<file path="config.mk">
export PLATFORM = sky130hd
export DESIGN_NAME = panel_power_config_regs
export DESIGN_NICKNAME = d
export VERILOG_FILES = /design/src/logic/panel_power_pkg.sv /design/src/logic/panel_power_config_regs.sv
export SDC_FILE = /design/constraint.sdc
export NUM_CORES = 1
export LEC_CHECK = 0
export BUFFER_PORTS_ARGS = -buffer_cell sky130_fd_sc_hd__clkbuf_2
export CAP_MARGIN = 25
export CORE_ASPECT_RATIO = 0.5
export CORE_MARGIN = 2
export CORE_UTILIZATION = 54
export CTS_CLUSTER_SIZE = 20
export DETAILED_ROUTE_END_ITERATION = 10
export PLACE_DENSITY = 0.76
export SKIP_CTS_REPAIR_TIMING = 1
export SLEW_MARGIN = 20
export SYNTH_ARGS = -nofsm -noshare
export SYNTH_HDL_FRONTEND = slang
export SYNTH_SLANG_ARGS = --single-unit
</file>
<file path="constraint.sdc">
create_clock -name i_clk_sys -period 6.3 [get_ports i_clk_sys]
set_clock_uncertainty 0.15 [all_clocks]
set_input_delay 0.63 -clock i_clk_sys [delete_from_list [all_inputs] [get_ports i_clk_sys]]
set_output_delay 0.63 -clock i_clk_sys [all_outputs]
set_load 0.02 [all_outputs]
</file>
<file path="src/logic/panel_power_pkg.sv">
package panel_power_pkg;
  // ----------------------------------------------------------------
  // Register indices
  // ----------------------------------------------------------------
  localparam logic [5:0] IDX_QUARTER = 6'h09;
  localparam logic [5:0] IDX_RAIL = 6'h0a;
  localparam logic [5:0] IDX_AMPLITUDE = 6'h0b;
  localparam logic [5:0] IDX_CENTRE = 6'h0c;
  localparam logic [5:0] IDX_CMD_RESET = 6'h0f;
  localparam logic [5:0] IDX_CONV_ENABLE = 6'h18;
  localparam logic [5:0] IDX_STEP = 6'h19;
  localparam logic [5:0] IDX_OSCILLATION = 6'h1a;
  localparam logic [5:0] IDX_REGULATOR = 6'h1b;

  // ----------------------------------------------------------------
  // Writable bit masks and reset values
  // ----------------------------------------------------------------
  localparam logic [7:0] MASK_QUARTER = 8'h01;
  localparam logic [7:0] MASK_RAIL = 8'h03;
  localparam logic [7:0] MASK_AMPLITUDE = 8'h0f;
  localparam logic [7:0] MASK_CENTRE = 8'h7f;
  localparam logic [7:0] MASK_CONV_ENABLE = 8'h7d;
  localparam logic [7:0] MASK_STEP = 8'h1f;
  localparam logic [7:0] MASK_OSCILLATION = 8'hff;
  localparam logic [7:0] MASK_REGULATOR = 8'h7f;
  localparam logic [7:0] RESET_VALUE = 8'h00;

  // ----------------------------------------------------------------
  // Field positions
  // ----------------------------------------------------------------
  localparam int CMD_RESET_BIT = 0;
  localparam int OSC_MID_DIV_LSB = 0;
  localparam int OSC_OTHER_DIV_LSB = 2;
  localparam int OSC_SOURCE_LSB = 4;
  localparam int OSC_DOUBLE_BIT = 7;

  // ----------------------------------------------------------------
  // Clock source codes and timing
  // ----------------------------------------------------------------
  localparam logic [2:0] SRC_OSC_12K5 = 3'h0;
  localparam logic [2:0] SRC_OSC_15K = 3'h1;
  localparam logic [2:0] SRC_OSC_20K = 3'h2;
  localparam logic [2:0] SRC_PIN = 3'h3;
  localparam logic [2:0] SRC_DOT_128 = 3'h4;
  localparam logic [2:0] SRC_DOT_256 = 3'h5;
  localparam int CLK_HZ = 10000000;
  localparam int OSC_HZ_12K5 = 12500;
  localparam int OSC_HZ_15K = 15000;
  localparam int OSC_HZ_20K = 20000;
  localparam logic [11:0] CYC_12K5 = 12'(CLK_HZ / OSC_HZ_12K5);
  localparam logic [11:0] CYC_15K = 12'(CLK_HZ / OSC_HZ_15K);
  localparam logic [11:0] CYC_20K = 12'(CLK_HZ / OSC_HZ_20K);
  localparam logic [8:0] DOT_DIV_128 = 9'h080;
  localparam logic [8:0] DOT_DIV_256 = 9'h100;
  localparam int PIXEL_W = 18;
endpackage

</file>
<file path="src/logic/panel_power_config_regs.sv">
`timescale 1ns/100ps
module panel_power_config_regs (
  input wire logic i_clk_sys,
  input wire logic i_resetn,
  input wire logic i_wr_en,
  input wire logic [5:0] i_wr_index,
  input wire logic [7:0] i_wr_data,
  input wire logic [5:0] i_rd_index,
  input wire logic i_supply_low_power,
  input wire logic i_conv_clock_pin,
  input wire logic i_dot_clock,
  input wire logic i_pix_valid,
  input wire logic [17:0] i_pix_data,
  input wire logic i_line_start,
  output logic [7:0] o_rd_data,
  output logic o_gate_rail_vss1,
  output logic o_switch_rail_vss1,
  output logic [3:0] o_amplitude_code,
  output logic [6:0] o_centre_code,
  output logic o_converter_on,
  output logic o_positive_boost_on,
  output logic o_mid_boost_on,
  output logic o_neg1_boost_on,
  output logic o_neg2_boost_on,
  output logic o_ref_regulator_on,
  output logic o_boost_step_sel,
  output logic o_dual_boost_sel,
  output logic [2:0] o_ref_level_sel,
  output logic o_common_regulator_on,
  output logic [2:0] o_common_level_sel,
  output logic o_external_divider_sel,
  output logic [1:0] o_amp_bias_sel,
  output logic o_conv_clock_tick,
  output logic o_mid_boost_tick,
  output logic o_other_boost_tick,
  output logic o_pix_valid,
  output logic [17:0] o_pix_data,
  output logic o_gate_scan
);
  // ----------------------------------------------------------------
  // State
  // ----------------------------------------------------------------
  // Whole bank in one record
  // Stored registers hold masked values only,
  // so prohibited bits can never reach a decode.
  // Counters and edge samples sit beside them,
  // which lets one reset clear everything at once.
  // Trade-off: a wide flop vector, but no
  // second process that could drift out of step.
  // Every output below is a slice of this record.
  typedef struct packed {
    logic [7:0] quarter_mode_reg;
    logic [7:0] rail_select_reg;
    logic [7:0] amplitude_reg;
    logic [7:0] centre_reg;
    logic [7:0] converter_enable_reg;
    logic [7:0] step_reg;
    logic [7:0] oscillation_reg;
    logic [7:0] regulator_reg;
    logic [7:0] rd_data;
    logic [11:0] osc_cnt;
    logic [8:0] dot_cnt;
    logic pin_prev;
    logic dot_prev;
    logic [3:0] div_cnt;
    logic conv_tick;
    logic mid_tick;
    logic other_tick;
    logic pix_valid;
    logic [17:0] pix_data;
    logic pix_repeat;
    logic [15:0] line_cnt;
    logic [15:0] half_len;
    logic gate_scan;
  } state_t;

  state_t st;
  state_t next_st;

  // ----------------------------------------------------------------
  // Decode helpers
  // ----------------------------------------------------------------
  // Booster divide mask
  // Code n divides by 2 to the power n+1.
  // The tick fires when the masked count is zero,
  // so one shared counter serves both boosters.
  // Limitation: a code change mid-count may
  // give one short period before settling.
  function automatic logic [3:0] div_mask(input logic [1:0] code);
    div_mask = 4'((5'h02 << code) - 5'h01);
  endfunction

  // Read-back mux
  // Unmapped indices return zero.
  // The command reset never stores anything,
  // so it always reads as cleared.
  // Result is registered before leaving the block.
  function automatic logic [7:0] read_reg(input state_t s, input logic [5:0] idx);
    case (idx)
      panel_power_pkg::IDX_QUARTER: read_reg = s.quarter_mode_reg;
      panel_power_pkg::IDX_RAIL: read_reg = s.rail_select_reg;
      panel_power_pkg::IDX_AMPLITUDE: read_reg = s.amplitude_reg;
      panel_power_pkg::IDX_CENTRE: read_reg = s.centre_reg;
      panel_power_pkg::IDX_CONV_ENABLE: read_reg = s.converter_enable_reg;
      panel_power_pkg::IDX_STEP: read_reg = s.step_reg;
      panel_power_pkg::IDX_OSCILLATION: read_reg = s.oscillation_reg;
      panel_power_pkg::IDX_REGULATOR: read_reg = s.regulator_reg;
      default: read_reg = 8'h00; // Command reset reads back as cleared
    endcase
  endfunction

  // ----------------------------------------------------------------
  // Next-state logic
  // ----------------------------------------------------------------
  always_comb
  begin
    logic [2:0] src;
    logic dbl;
    logic [11:0] osc_period;
    logic [8:0] dot_period;
    logic osc_hit;
    logic src_tick;
    logic [3:0] div_now;
    logic quarter;
    src = st.oscillation_reg[panel_power_pkg::OSC_SOURCE_LSB +: 3];
    dbl = st.oscillation_reg[panel_power_pkg::OSC_DOUBLE_BIT];
    osc_period = panel_power_pkg::CYC_12K5;
    dot_period = panel_power_pkg::DOT_DIV_128;
    osc_hit = 1'b0;
    src_tick = 1'b0;
    div_now = st.div_cnt;
    quarter = st.quarter_mode_reg[0];
    next_st = st;

    // Register writes over the serial port, prohibited bits dropped
    if (i_wr_en)
    begin
      case (i_wr_index)
        panel_power_pkg::IDX_QUARTER:
          next_st.quarter_mode_reg = i_wr_data & panel_power_pkg::MASK_QUARTER;
        panel_power_pkg::IDX_RAIL:
          next_st.rail_select_reg = i_wr_data & panel_power_pkg::MASK_RAIL;
        panel_power_pkg::IDX_AMPLITUDE:
          next_st.amplitude_reg = i_wr_data & panel_power_pkg::MASK_AMPLITUDE;
        panel_power_pkg::IDX_CENTRE:
          next_st.centre_reg = i_wr_data & panel_power_pkg::MASK_CENTRE;
        panel_power_pkg::IDX_CONV_ENABLE:
          next_st.converter_enable_reg = i_wr_data & panel_power_pkg::MASK_CONV_ENABLE;
        panel_power_pkg::IDX_STEP:
          next_st.step_reg = i_wr_data & panel_power_pkg::MASK_STEP;
        panel_power_pkg::IDX_OSCILLATION:
          next_st.oscillation_reg = i_wr_data & panel_power_pkg::MASK_OSCILLATION;
        panel_power_pkg::IDX_REGULATOR:
          next_st.regulator_reg = i_wr_data & panel_power_pkg::MASK_REGULATOR;
        panel_power_pkg::IDX_CMD_RESET:
        begin
          // Only bit 0 acts; nothing is stored, so the bit clears itself
          if (i_wr_data[panel_power_pkg::CMD_RESET_BIT])
          begin
            next_st.quarter_mode_reg = panel_power_pkg::RESET_VALUE;
            next_st.rail_select_reg = panel_power_pkg::RESET_VALUE;
            next_st.amplitude_reg = panel_power_pkg::RESET_VALUE;
            next_st.centre_reg = panel_power_pkg::RESET_VALUE;
            next_st.converter_enable_reg = panel_power_pkg::RESET_VALUE;
            next_st.step_reg = panel_power_pkg::RESET_VALUE;
            next_st.oscillation_reg = panel_power_pkg::RESET_VALUE;
            next_st.regulator_reg = panel_power_pkg::RESET_VALUE;
          end
        end
        default: ;
      endcase
    end
    next_st.rd_data = read_reg(st, i_rd_index);

    // Converter clock period selection
    // Internal rates come from the system clock
    // by whole-cycle division, so each rate is
    // approximate to within one system cycle.
    // Source and doubling act from the cycle
    // after the write, with no glitch guard.
    // Internal oscillator period; doubling halves it
    case (src)
      panel_power_pkg::SRC_OSC_15K: osc_period = panel_power_pkg::CYC_15K;
      panel_power_pkg::SRC_OSC_20K: osc_period = panel_power_pkg::CYC_20K;
      default: osc_period = panel_power_pkg::CYC_12K5;
    endcase
    if (dbl)
    begin
      osc_period = osc_period >> 1;
    end
    dot_period = (src == panel_power_pkg::SRC_DOT_256) ? panel_power_pkg::DOT_DIV_256
                                                      : panel_power_pkg::DOT_DIV_128;
    if (dbl)
    begin
      dot_period = dot_period >> 1;
    end

    // Oscillator counter; a shortened period restarts it cleanly
    if (st.osc_cnt >= osc_period - 12'h001)
    begin
      next_st.osc_cnt = 12'h000;
      osc_hit = 1'b1;
    end
    else
    begin
      next_st.osc_cnt = st.osc_cnt + 12'h001;
    end

    // Edge samples of the slow clocks
    // Both pins are treated as synchronous inputs;
    // a pin faster than half the system clock
    // would lose edges here.
    // Edge counts restart only at the wrap point.
    // Dot clock edge counter
    next_st.pin_prev = i_conv_clock_pin;
    next_st.dot_prev = i_dot_clock;
    if (i_dot_clock && !st.dot_prev)
    begin
      if (9'(st.dot_cnt + 9'h001) >= dot_period)
      begin
        next_st.dot_cnt = 9'h000;
      end
      else
      begin
        next_st.dot_cnt = st.dot_cnt + 9'h001;
      end
    end

    // Source selection of the converter clock
    case (src)
      panel_power_pkg::SRC_OSC_12K5,
      panel_power_pkg::SRC_OSC_15K,
      panel_power_pkg::SRC_OSC_20K: src_tick = osc_hit;
      panel_power_pkg::SRC_PIN: src_tick = i_conv_clock_pin && !st.pin_prev;
      panel_power_pkg::SRC_DOT_128,
      panel_power_pkg::SRC_DOT_256:
        src_tick = i_dot_clock && !st.dot_prev && (9'(st.dot_cnt + 9'h001) >= dot_period);
      default: src_tick = 1'b0; // Unused codes stop the converter clock
    endcase
    next_st.conv_tick = src_tick;

    // Booster tick generation
    // The shared count keeps running in low-power
    // mode so normal rates resume in phase.
    // Low-power rates are set elsewhere and
    // are not produced by this bank.
    // Booster dividers, silent in supply low-power mode
    next_st.mid_tick = 1'b0;
    next_st.other_tick = 1'b0;
    if (src_tick)
    begin
      div_now = st.div_cnt + 4'h1;
      next_st.div_cnt = div_now;
      if (!i_supply_low_power)
      begin
        next_st.mid_tick = (div_now & div_mask(st.oscillation_reg[1:0])) == 4'h0;
        next_st.other_tick = (div_now & div_mask(st.oscillation_reg[3:2])) == 4'h0;
      end
    end

    // Pixel path: quarter mode emits each pixel a second time
    next_st.pix_valid = 1'b0;
    next_st.pix_repeat = 1'b0;
    if (i_pix_valid)
    begin
      next_st.pix_valid = 1'b1;
      next_st.pix_data = i_pix_data;
      next_st.pix_repeat = quarter;
    end
    else if (st.pix_repeat)
    begin
      next_st.pix_valid = 1'b1;
    end

    // Line timing for the doubled scan
    // Mid point comes from the previous line length,
    // so the first line after a mode change
    // may place its second scan off centre.
    // Count saturates, avoiding a false mid scan
    // when line starts stop arriving.
    // Gate scan: quarter mode adds a scan at mid line
    next_st.gate_scan = 1'b0;
    if (i_line_start)
    begin
      next_st.gate_scan = 1'b1;
      next_st.half_len = 16'(st.line_cnt >> 1);
      next_st.line_cnt = 16'h0000;
    end
    else
    begin
      if (st.line_cnt != 16'hffff)
      begin
        next_st.line_cnt = st.line_cnt + 16'h0001;
      end
      if (quarter && st.half_len != 16'h0000 && st.line_cnt == st.half_len)
      begin
        next_st.gate_scan = 1'b1;
      end
    end
  end

  // ----------------------------------------------------------------
  // State register
  // ----------------------------------------------------------------
  // Single clocked process for the whole record
  // Asynchronous reset loads constants only;
  // command reset goes through the next-state path
  // so it stays a normal synchronous write.
  always_ff @(posedge i_clk_sys or negedge i_resetn)
  begin
    if (!i_resetn)
    begin
      st <= '0;
    end
    else
    begin
      st <= next_st;
    end
  end

  // ----------------------------------------------------------------
  // Decoded outputs, all straight from state flops
  // ----------------------------------------------------------------
  assign o_rd_data = st.rd_data;
  assign o_gate_rail_vss1 = st.rail_select_reg[0];
  assign o_switch_rail_vss1 = st.rail_select_reg[1];
  assign o_amplitude_code = st.amplitude_reg[3:0];
  assign o_centre_code = st.centre_reg[6:0];
  assign o_converter_on = st.converter_enable_reg[0];
  assign o_positive_boost_on = st.converter_enable_reg[2];
  assign o_mid_boost_on = st.converter_enable_reg[3];
  assign o_neg1_boost_on = st.converter_enable_reg[4];
  assign o_neg2_boost_on = st.converter_enable_reg[5];
  assign o_ref_regulator_on = st.converter_enable_reg[6];
  assign o_boost_step_sel = st.step_reg[0];
  assign o_dual_boost_sel = st.step_reg[1];
  assign o_ref_level_sel = st.step_reg[4:2];
  assign o_common_regulator_on = st.regulator_reg[0];
  assign o_common_level_sel = st.regulator_reg[3:1];
  assign o_external_divider_sel = st.regulator_reg[4];
  assign o_amp_bias_sel = st.regulator_reg[6:5];
  assign o_conv_clock_tick = st.conv_tick;
  assign o_mid_boost_tick = st.mid_tick;
  assign o_other_boost_tick = st.other_tick;
  assign o_pix_valid = st.pix_valid;
  assign o_pix_data = st.pix_data;
  assign o_gate_scan = st.gate_scan;
endmodule

</file>
==> results of run 1 <==
[synth_stat cells (2+ instances only)]
master     instances  share of area
nand4_1           12          0.011
or3_1              3         0.0027
a41o_1             3         0.0043
inv_1             12         0.0065
nand3b_1           3         0.0032
and4_1             4         0.0050
nand4b_1           3         0.0038
nand2_1           53          0.029
and3_1             9         0.0081
a22o_1             2         0.0025
a22oi_1            4         0.0043
a21oi_1           18          0.013
nor4b_1            4         0.0050
clkbuf_1          15         0.0081
nor2_1            43          0.023
buf_2              3         0.0022
nor3_1             9         0.0065
dfrtp_1          130           0.47
a211oi_1           4         0.0043
or2_2              3         0.0027
and2_1            14          0.013
o2111ai_1          3         0.0038
buf_4             46          0.050
xor2_1            31          0.039
o211ai_1           5         0.0054
nand2b_1          10         0.0090
nor2b_1            4         0.0036
nand3_1           20          0.014
o21a_1             2         0.0022
xnor2_1           10          0.013
ha_1              21          0.038
mux4_2             3         0.0097
a32oi_1            2         0.0025
mux2_2            73           0.12
mux2i_1            3         0.0043
o21ai_0           22          0.016
nor4_1             6         0.0054
[registers in the layout, summed over array words and instances (netlist names), 2 cells and up]
signal	flops
o_common_level_sel	3
o_centre_code	7
o_rd_data	8
o_ref_level_sel	3
o_amp_bias_sel	2
o_pix_data	18
o_amplitude_code	4
st	68
[layout by cell type (no fill, tap or decap), drive strengths merged, types with 15 or more instances in the layout]
master / n
nor2: 43
and2: 15
o21ai: 22
a21oi: 18
ha: 21
mux2: 74
clkbuf: 126
dfrtp: 130
nand3: 21
xor2: 31
nand2: 54
[where the power goes]
part           internal (W)  switching (W)
combinational      0.000217       0.000284
sequential         0.000931      0.0000981
clock              0.000593       0.000369
total               0.00174       0.000750
[worst paths after layout]
kind | slack [ns] | startpoint | depth (start not counted) | end
worst max register to register | 2.59 | st[106] | 13 | st[59]
worst min register to register | 0.29 | st[33] | 1 | o_pix_valid
max in group asynchronous | 4.51 | i_resetn | 2 | o_pix_data[4]
min in group i_clk_sys | 0.19 | i_dot_clock | 1 | st[60]
worst min-delay path | 0.16 | i_resetn | 1 | st[25]
worst max-delay path | 2.59 | st[106] | 13 | st[59]
[cell type report]
type / instances / area [um^2] / share of cell area
well taps: 170 / 213 / 0.0270
clock inverters: 12 / 134 / 0.0170
clock buffers: 20 / 447 / 0.0568
inverters: 13 / 48.8 / 0.00620
repair buffers: 109 / 551 / 0.0700
multi-input cells: 433 / 3220 / 0.410
flip-flops and latches: 130 / 3250 / 0.413
[per-stage QoR]
step | instance area, um^2 | total power, W | hold slack [ns]
detailed placement | 7290 | 0.00154 | 0.271
global route | 7870 | 0.00262 | 0.193
finish | 7870 | 0.00249 | 0.164
CTS | 7870 | 0.00251 | 0.183
global placement | 7280 | 0.00152 | 0.262
floorplan | 6950 | 0.00142 | 0.184
[cell families after synthesis]
group	count (synthesis)
and+or+nand+nor	208
DFF	130
AOI/OAI and AO/OA	82
muxes	80
buffers and inverters	78
xor gates and xnor gates	41
adders and majority gates	21
other	1
[layer usage]
| layer | share of wire | GRT usage | up-vias |
|---|---|---|---|
| met5 | 0 | 0 | - |
| met4 | 0.018 | 0.0743 | 0 |
| met3 | 0.053 | 0.0578 | 23 |
| met2 | 0.47 | 0.342 | 137 |
| met1 | 0.46 | 0.288 | 2417 |
| li1 | - | - | 2362 |
==> results.py, run 1 <==
metrics = {
    "yosys": {
        "syn_area_per_cell_um2": 10.8,
        "ys_async_sr_fraction": 1.00,
        "ys_seq_area_frac": 0.468,
        "synthAdderAreaFrac": 0.0378,
        "synth_simple_gate_area_frac": 0.157,
        "synth_compound_area_frac": 0.0830,
        "synth.area.mux_share": 0.135,
        "synth_top_family_by_area": "simple AND/OR/NAND/NOR gates",
        "yosysUniqueCellTypes": 66,
        "syn-num-nets": 708,
        "post_synth_xor_area_fraction": 0.0517,
        "synth_seq_cells": 130,
        "synth-main-ff-cell": "dfrtp_1",
        "synthCells": 641,
        "synth_area_um2": 6950,
        "synth_edf_count": 0,
        "yosysWarnings": 0,
    },
    "timing": {
        "max_freq_mhz": 270,
        "setup_ws_ns": 2.59,
        "grt_setup_unrepaired": "no",
        "max-slew-margin-rel": 0.381,
        "worstMarginPinSlew_ns": 0.929,
        "tns_ns": 0,
        "setup_viol": 0,
        "finalHoldViolations": 0,
        "drv_slew": 0,
        "min_period_over_period": 0.589,
        "period_needed_ns": 3.71,
    },
    "finish": {
        "utilization": 0.623,
        "syn_to_final_growth_pct": 13.3,
        "finalNonFillerCells": 887,
        "n_fill_cell": 1004,
        "layout-drive-gt1-share": 0.324,
        "antenna-diode-count": 0,
        "fin_nets": 771,
    },
    "worst_setup_path": {
        "startpoint_type": "flop",
        "cp_common_cell": "nand2_1",
        "worst-setup-path-type": "flop to flop",
        "cp_data_required_time_ns": 6.48,
        "path_max_fanout": 11,
        "critical-path-slowest-cell": "o21bai_1",
        "crit_arrival_ns": 3.89,
        "cp-end-kind": "flop",
        "path_buf_inv": 1,
        "cp_top_family": "compound AO/OA/AOI/OAI gates",
        "slowest_delay_ns": 0.65,
        "path_cells": "clkinv_1, or2_2, nand2_1, nand2_1, ha_1, a211oi_1, a211oi_1, ha_1, nand2_1, or3_1, o21bai_1, a21boi_0, o211ai_1",
    },
    "grt": {
        "overflow": 0,
        "grt_pass1_vias": 4716,
        "antenna_found_initial": 1,
        "grt_max_degree": 74,
        "grt_pass1_wl_um": 23000,
        "grt_use_total": 0.215,
    },
    "clocking": {
        "htreeDepth": 4,
        "cts_tree": "built",
        "cts-root-buf": "clkbuf_16",
        "cts_buffers": 17,
        "cts_max_path_buffers": 2,
        "clkLatencyLatePin_ns": 0.42,
        "cts.sinks": 130,
        "clk_pin_slew_ns": 0.06,
    },
    "detailed_routing": {
        "vias": 4939,
        "drt_first_pass_iters": 4,
        "ant_nets": 0,
        "route.detailed.drc": 0,
        "drtIter0Drc": 296,
        "viasPerCell": 5.57,
        "wl_um": 14100,
        "drt-wirelength-per-cell_um": 15.9,
    },
    "die": {
        "io_pins": 108,
        "initial_core_util": 0.550,
        "die_h_um": 84.2,
        "die_area_um2": 13800,
        "rows": 29,
        "core_um2": 12600,
        "dieWidth_um": 164,
    },
    "placed_design": {
        "dp_cells": 855,
        "port_buffers": 107,
        "pre_cts_ws_ns": 2.59,
        "dp_hpwl_um": 10200,
        "gp_congestion": 0.838,
    },
    "run": {
        "cap_violations": 0,
    },
    "min_path": {
        "hp-class": "primary input to async pin",
    },
    "run_status": {
        "status": "complete, no violations",
    },
    "power_and_ir_drop": {
        "power_density_nw_per_um2": 317,
        "peakVddDrop_v": 0.000205,
        "power.leakage_nw": 3.80,
    },
}
Power figures use the tool's default switching activity.
==> run 2: changes to the inputs <==
--- a/config.mk
+++ b/config.mk
@@ -5,14 +5,15 @@
 export SDC_FILE = /design/constraint.sdc
 export NUM_CORES = 1
 export LEC_CHECK = 0
+export ABC_AREA = 1
 export BUFFER_PORTS_ARGS = -buffer_cell sky130_fd_sc_hd__clkbuf_2
 export CAP_MARGIN = 25
 export CORE_ASPECT_RATIO = 0.5
 export CORE_MARGIN = 2
-export CORE_UTILIZATION = 54
+export CORE_UTILIZATION = 52
 export CTS_CLUSTER_SIZE = 20
 export DETAILED_ROUTE_END_ITERATION = 10
-export PLACE_DENSITY = 0.76
+export PLACE_DENSITY = 0.77
 export SKIP_CTS_REPAIR_TIMING = 1
 export SLEW_MARGIN = 20
 export SYNTH_ARGS = -nofsm -noshare
==> constraint.sdc (replaced) <==
create_clock -name i_clk_sys -period 3.08 [get_ports i_clk_sys]
set_clock_uncertainty 0.15 [all_clocks]
set_input_delay 0.308 -clock i_clk_sys [delete_from_list [all_inputs] [get_ports i_clk_sys]]
set_output_delay 0.308 -clock i_clk_sys [all_outputs]
set_load 0.02 [all_outputs]
==> results.py, run 2 <==
metrics = {
    "finish": {
        "most-common-layout-cells": "nand2_1, dfrtp_1, clkbuf_2, inv_1, o21ai_0",
        "fin_nets": 981,
        "layout_commonest_cell": "nand2_1",
        "layout-drive-gt1-share": 0.233,
        "largest_reg_flops": 68,
        "syn_to_final_growth_pct": 18.5,
        "antenna-diode-count": 0,
        "regMostFlops": "st",
    },
    "die": {
        "die_area_um2": 14400,
        "die_h_um": 85.9,
        "initial_core_util": 0.541,
        "core_um2": 12900,
        "io_pins": 108,
        "rows": 29,
        "dieWidth_um": 168,
    },
    "yosys": {
        "synth_seq_cells": 130,
        "synth_top_area_cell": "dfrtp_1",
        "synthCells": 821,
        "synth_most_common_cell": "nand2_1",
        "synth_edf_count": 0,
        "yosysWarnings": 0,
        "synth_area_um2": 6970,
        "yosys-top-cells-count": "nand2_1, dfrtp_1, inv_1, o21ai_0, nor2_1",
        "synth-main-ff-cell": "dfrtp_1",
        "post_synth_xor_area_fraction": 0.0214,
        "synth_top_family_by_area": "simple AND/OR/NAND/NOR gates",
        "syn-num-nets": 888,
        "syn_area_per_cell_um2": 8.49,
        "yosysUniqueCellTypes": 44,
        "synth_simple_gate_area_frac": 0.228,
        "synth_compound_area_frac": 0.0980,
        "ys_seq_area_frac": 0.467,
        "synth_top_area_frac": 0.467,
        "yosys-top-cells-area": "dfrtp_1, nand2_1, inv_1",
        "synthAdderAreaFrac": 0.0377,
        "ys_async_sr_fraction": 1.00,
        "synth.area.mux_share": 0.0291,
    },
    "clocking": {
        "clk_pin_slew_ns": 0.06,
        "cts-root-buf": "clkbuf_16",
        "htreeDepth": 4,
        "clkLatencyLatePin_ns": 0.42,
        "cts_buffers": 17,
        "cts.sinks": 130,
        "cts_tree": "built",
        "cts_max_path_buffers": 2,
    },
    "worst_setup_path": {
        "crit_end": "st[58]",
        "cp-end-kind": "flop",
        "path_buf_inv": 1,
        "cp_top_family": "simple AND/OR/NAND/NOR gates",
        "path_cells": "ha_2, nand3_1, nor3_2, nand3_1, xor2_1, inv_1, ha_1, nand2_1, o21ai_0, nor2_2, nand3_1, nand3_2, nand3_4, nand2_1, nand2_1",
        "startpoint": "st[62]",
        "slowest_delay_ns": 0.42,
        "crit_arrival_ns": 2.96,
        "cp.depth": 15,
        "critical-path-slowest-cell": "dfrtp_2",
        "startpoint_type": "flop",
        "r2r_cells": 15,
        "path_max_fanout": 7,
        "cp_data_required_time_ns": 3.23,
        "rr_startpoint": "st[62]",
        "r2r_setup_slack_ns": 0.27,
        "worst-setup-path-type": "flop to flop",
        "r2r_end": "st[58]",
    },
    "detailed_routing": {
        "drtIter0Drc": 433,
        "viasPerCell": 5.38,
        "route.detailed.drc": 0,
        "ant_nets": 0,
        "wl_um": 16900,
        "drt-wirelength-per-cell_um": 15.4,
        "drt_first_pass_iters": 5,
        "vias": 5906,
    },
    "timing": {
        "max-slew-margin-rel": 0.590,
        "setup_viol": 0,
        "max_freq_mhz": 356,
        "worstMarginPinSlew_ns": 0.614,
        "tns_ns": 0,
        "setup_ws_ns": 0.274,
        "drv_slew": 0,
        "finalHoldViolations": 0,
        "period_needed_ns": 2.81,
        "min_period_over_period": 0.911,
    },
    "grt": {
        "overflow": 0,
        "grt_pass1_wl_um": 26600,
        "grt_pass1_vias": 5674,
        "grt_max_degree": 44,
        "antenna_found_initial": 0,
        "grt_use_total": 0.235,
    },
    "placed_design": {
        "port_buffers": 107,
        "dp_hpwl_um": 11600,
        "gp_congestion": 0.870,
        "pre_cts_ws_ns": 0.112,
    },
    "run": {
        "cap_violations": 0,
    },
    "power_and_ir_drop": {
        "power.leakage_nw": 4.09,
        "power_w": 0.00551,
        "power_density_nw_per_um2": 667,
        "peakVddDrop_v": 0.000390,
    },
    "min_path": {
        "hp-class": "primary input to flop",
    },
    "run_status": {
        "status": "complete, no violations",
    },
}
-- run 2: cell count changes after synthesis, sizes merged, moves of 9 or more --
cell	previous run	this run
nand2	54	196
inv	12	104
o21ai	22	90
mux2	74	18
xor2	31	10
nor2	43	60
nand3	21	37
and2	15	0
nand2b	10	0
and3	9	0
clkbuf	15	6
-- run 2: how the worst min path moves through the flow --
stage | start | end | cells past startpoint
after floorplan | i_resetn | o_amp_bias_sel[0] | 0
after global placement | i_resetn | st[21] | 1
after detailed placement | i_resetn | st[23] | 1
after CTS | i_resetn | st[23] | 1
after global routing | i_wr_data[7] | st[106] | 3
final | i_wr_data[7] | st[106] | 3
-- run 2: power breakdown --
part	internal, W	total (W)	leakage (nW)	switching (W)
clock	0.00147	0.00228	0.323	0.000807
combinational	0.000393	0.00109	2.08	0.000701
sequential	0.00192	0.00214	1.69	0.000216
total	0.00379	0.00551	4.09	0.00172
-- run 2: per-layer routing --
metal  part of all wire  track usage  up-vias
li1                   -            -     2826
met1               0.41        0.283     2868
met2               0.51        0.425      166
met3              0.047       0.0521       46
met4              0.025       0.0806        0
met5                  0            0        -
-- run 2: area by class of cell --
cell class | instances | area (um^2)
multi-input cells | 526 | 2930
clock inverters | 14 | 226
well taps | 170 | 213
repair buffers | 133 | 798
fillers | 1022 | 4620
inverters | 106 | 398
flip-flops and latches | 130 | 3260
clock buffers | 18 | 439
-- run 2: logic make-up after synthesis --
| logic type | count (synthesis) |
|---|---|
| XOR/XNOR | 17 |
| adder cells (fa/ha/maj) | 21 |
| AO/OA/AOI/OAI | 126 |
| buffers and inverters | 165 |
| AND/OR/NAND/NOR | 343 |
| other | 1 |
| multiplexers | 18 |
| flip-flops | 130 |
-- run 2: worst min-delay path: stages --
cell and delay (ns):
clkbuf_2 0.08, nand3_1 0.11, o21ai_1 0.08
-- run 2: per-stage QoR --
stage | util | instances | cell area, um^2 | hold WS, ns
CTS | 0.622 | 1076 | 8010 | -0.311
global placement | 0.570 | 1044 | 7340 | 0.124
finish | 0.641 | 1097 | 8260 | 0.0626
floorplan | - | 821 | 6970 | -0.138
global route | 0.641 | 1097 | 8260 | 0.0705
detailed placement | 0.570 | 1044 | 7340 | 0.126
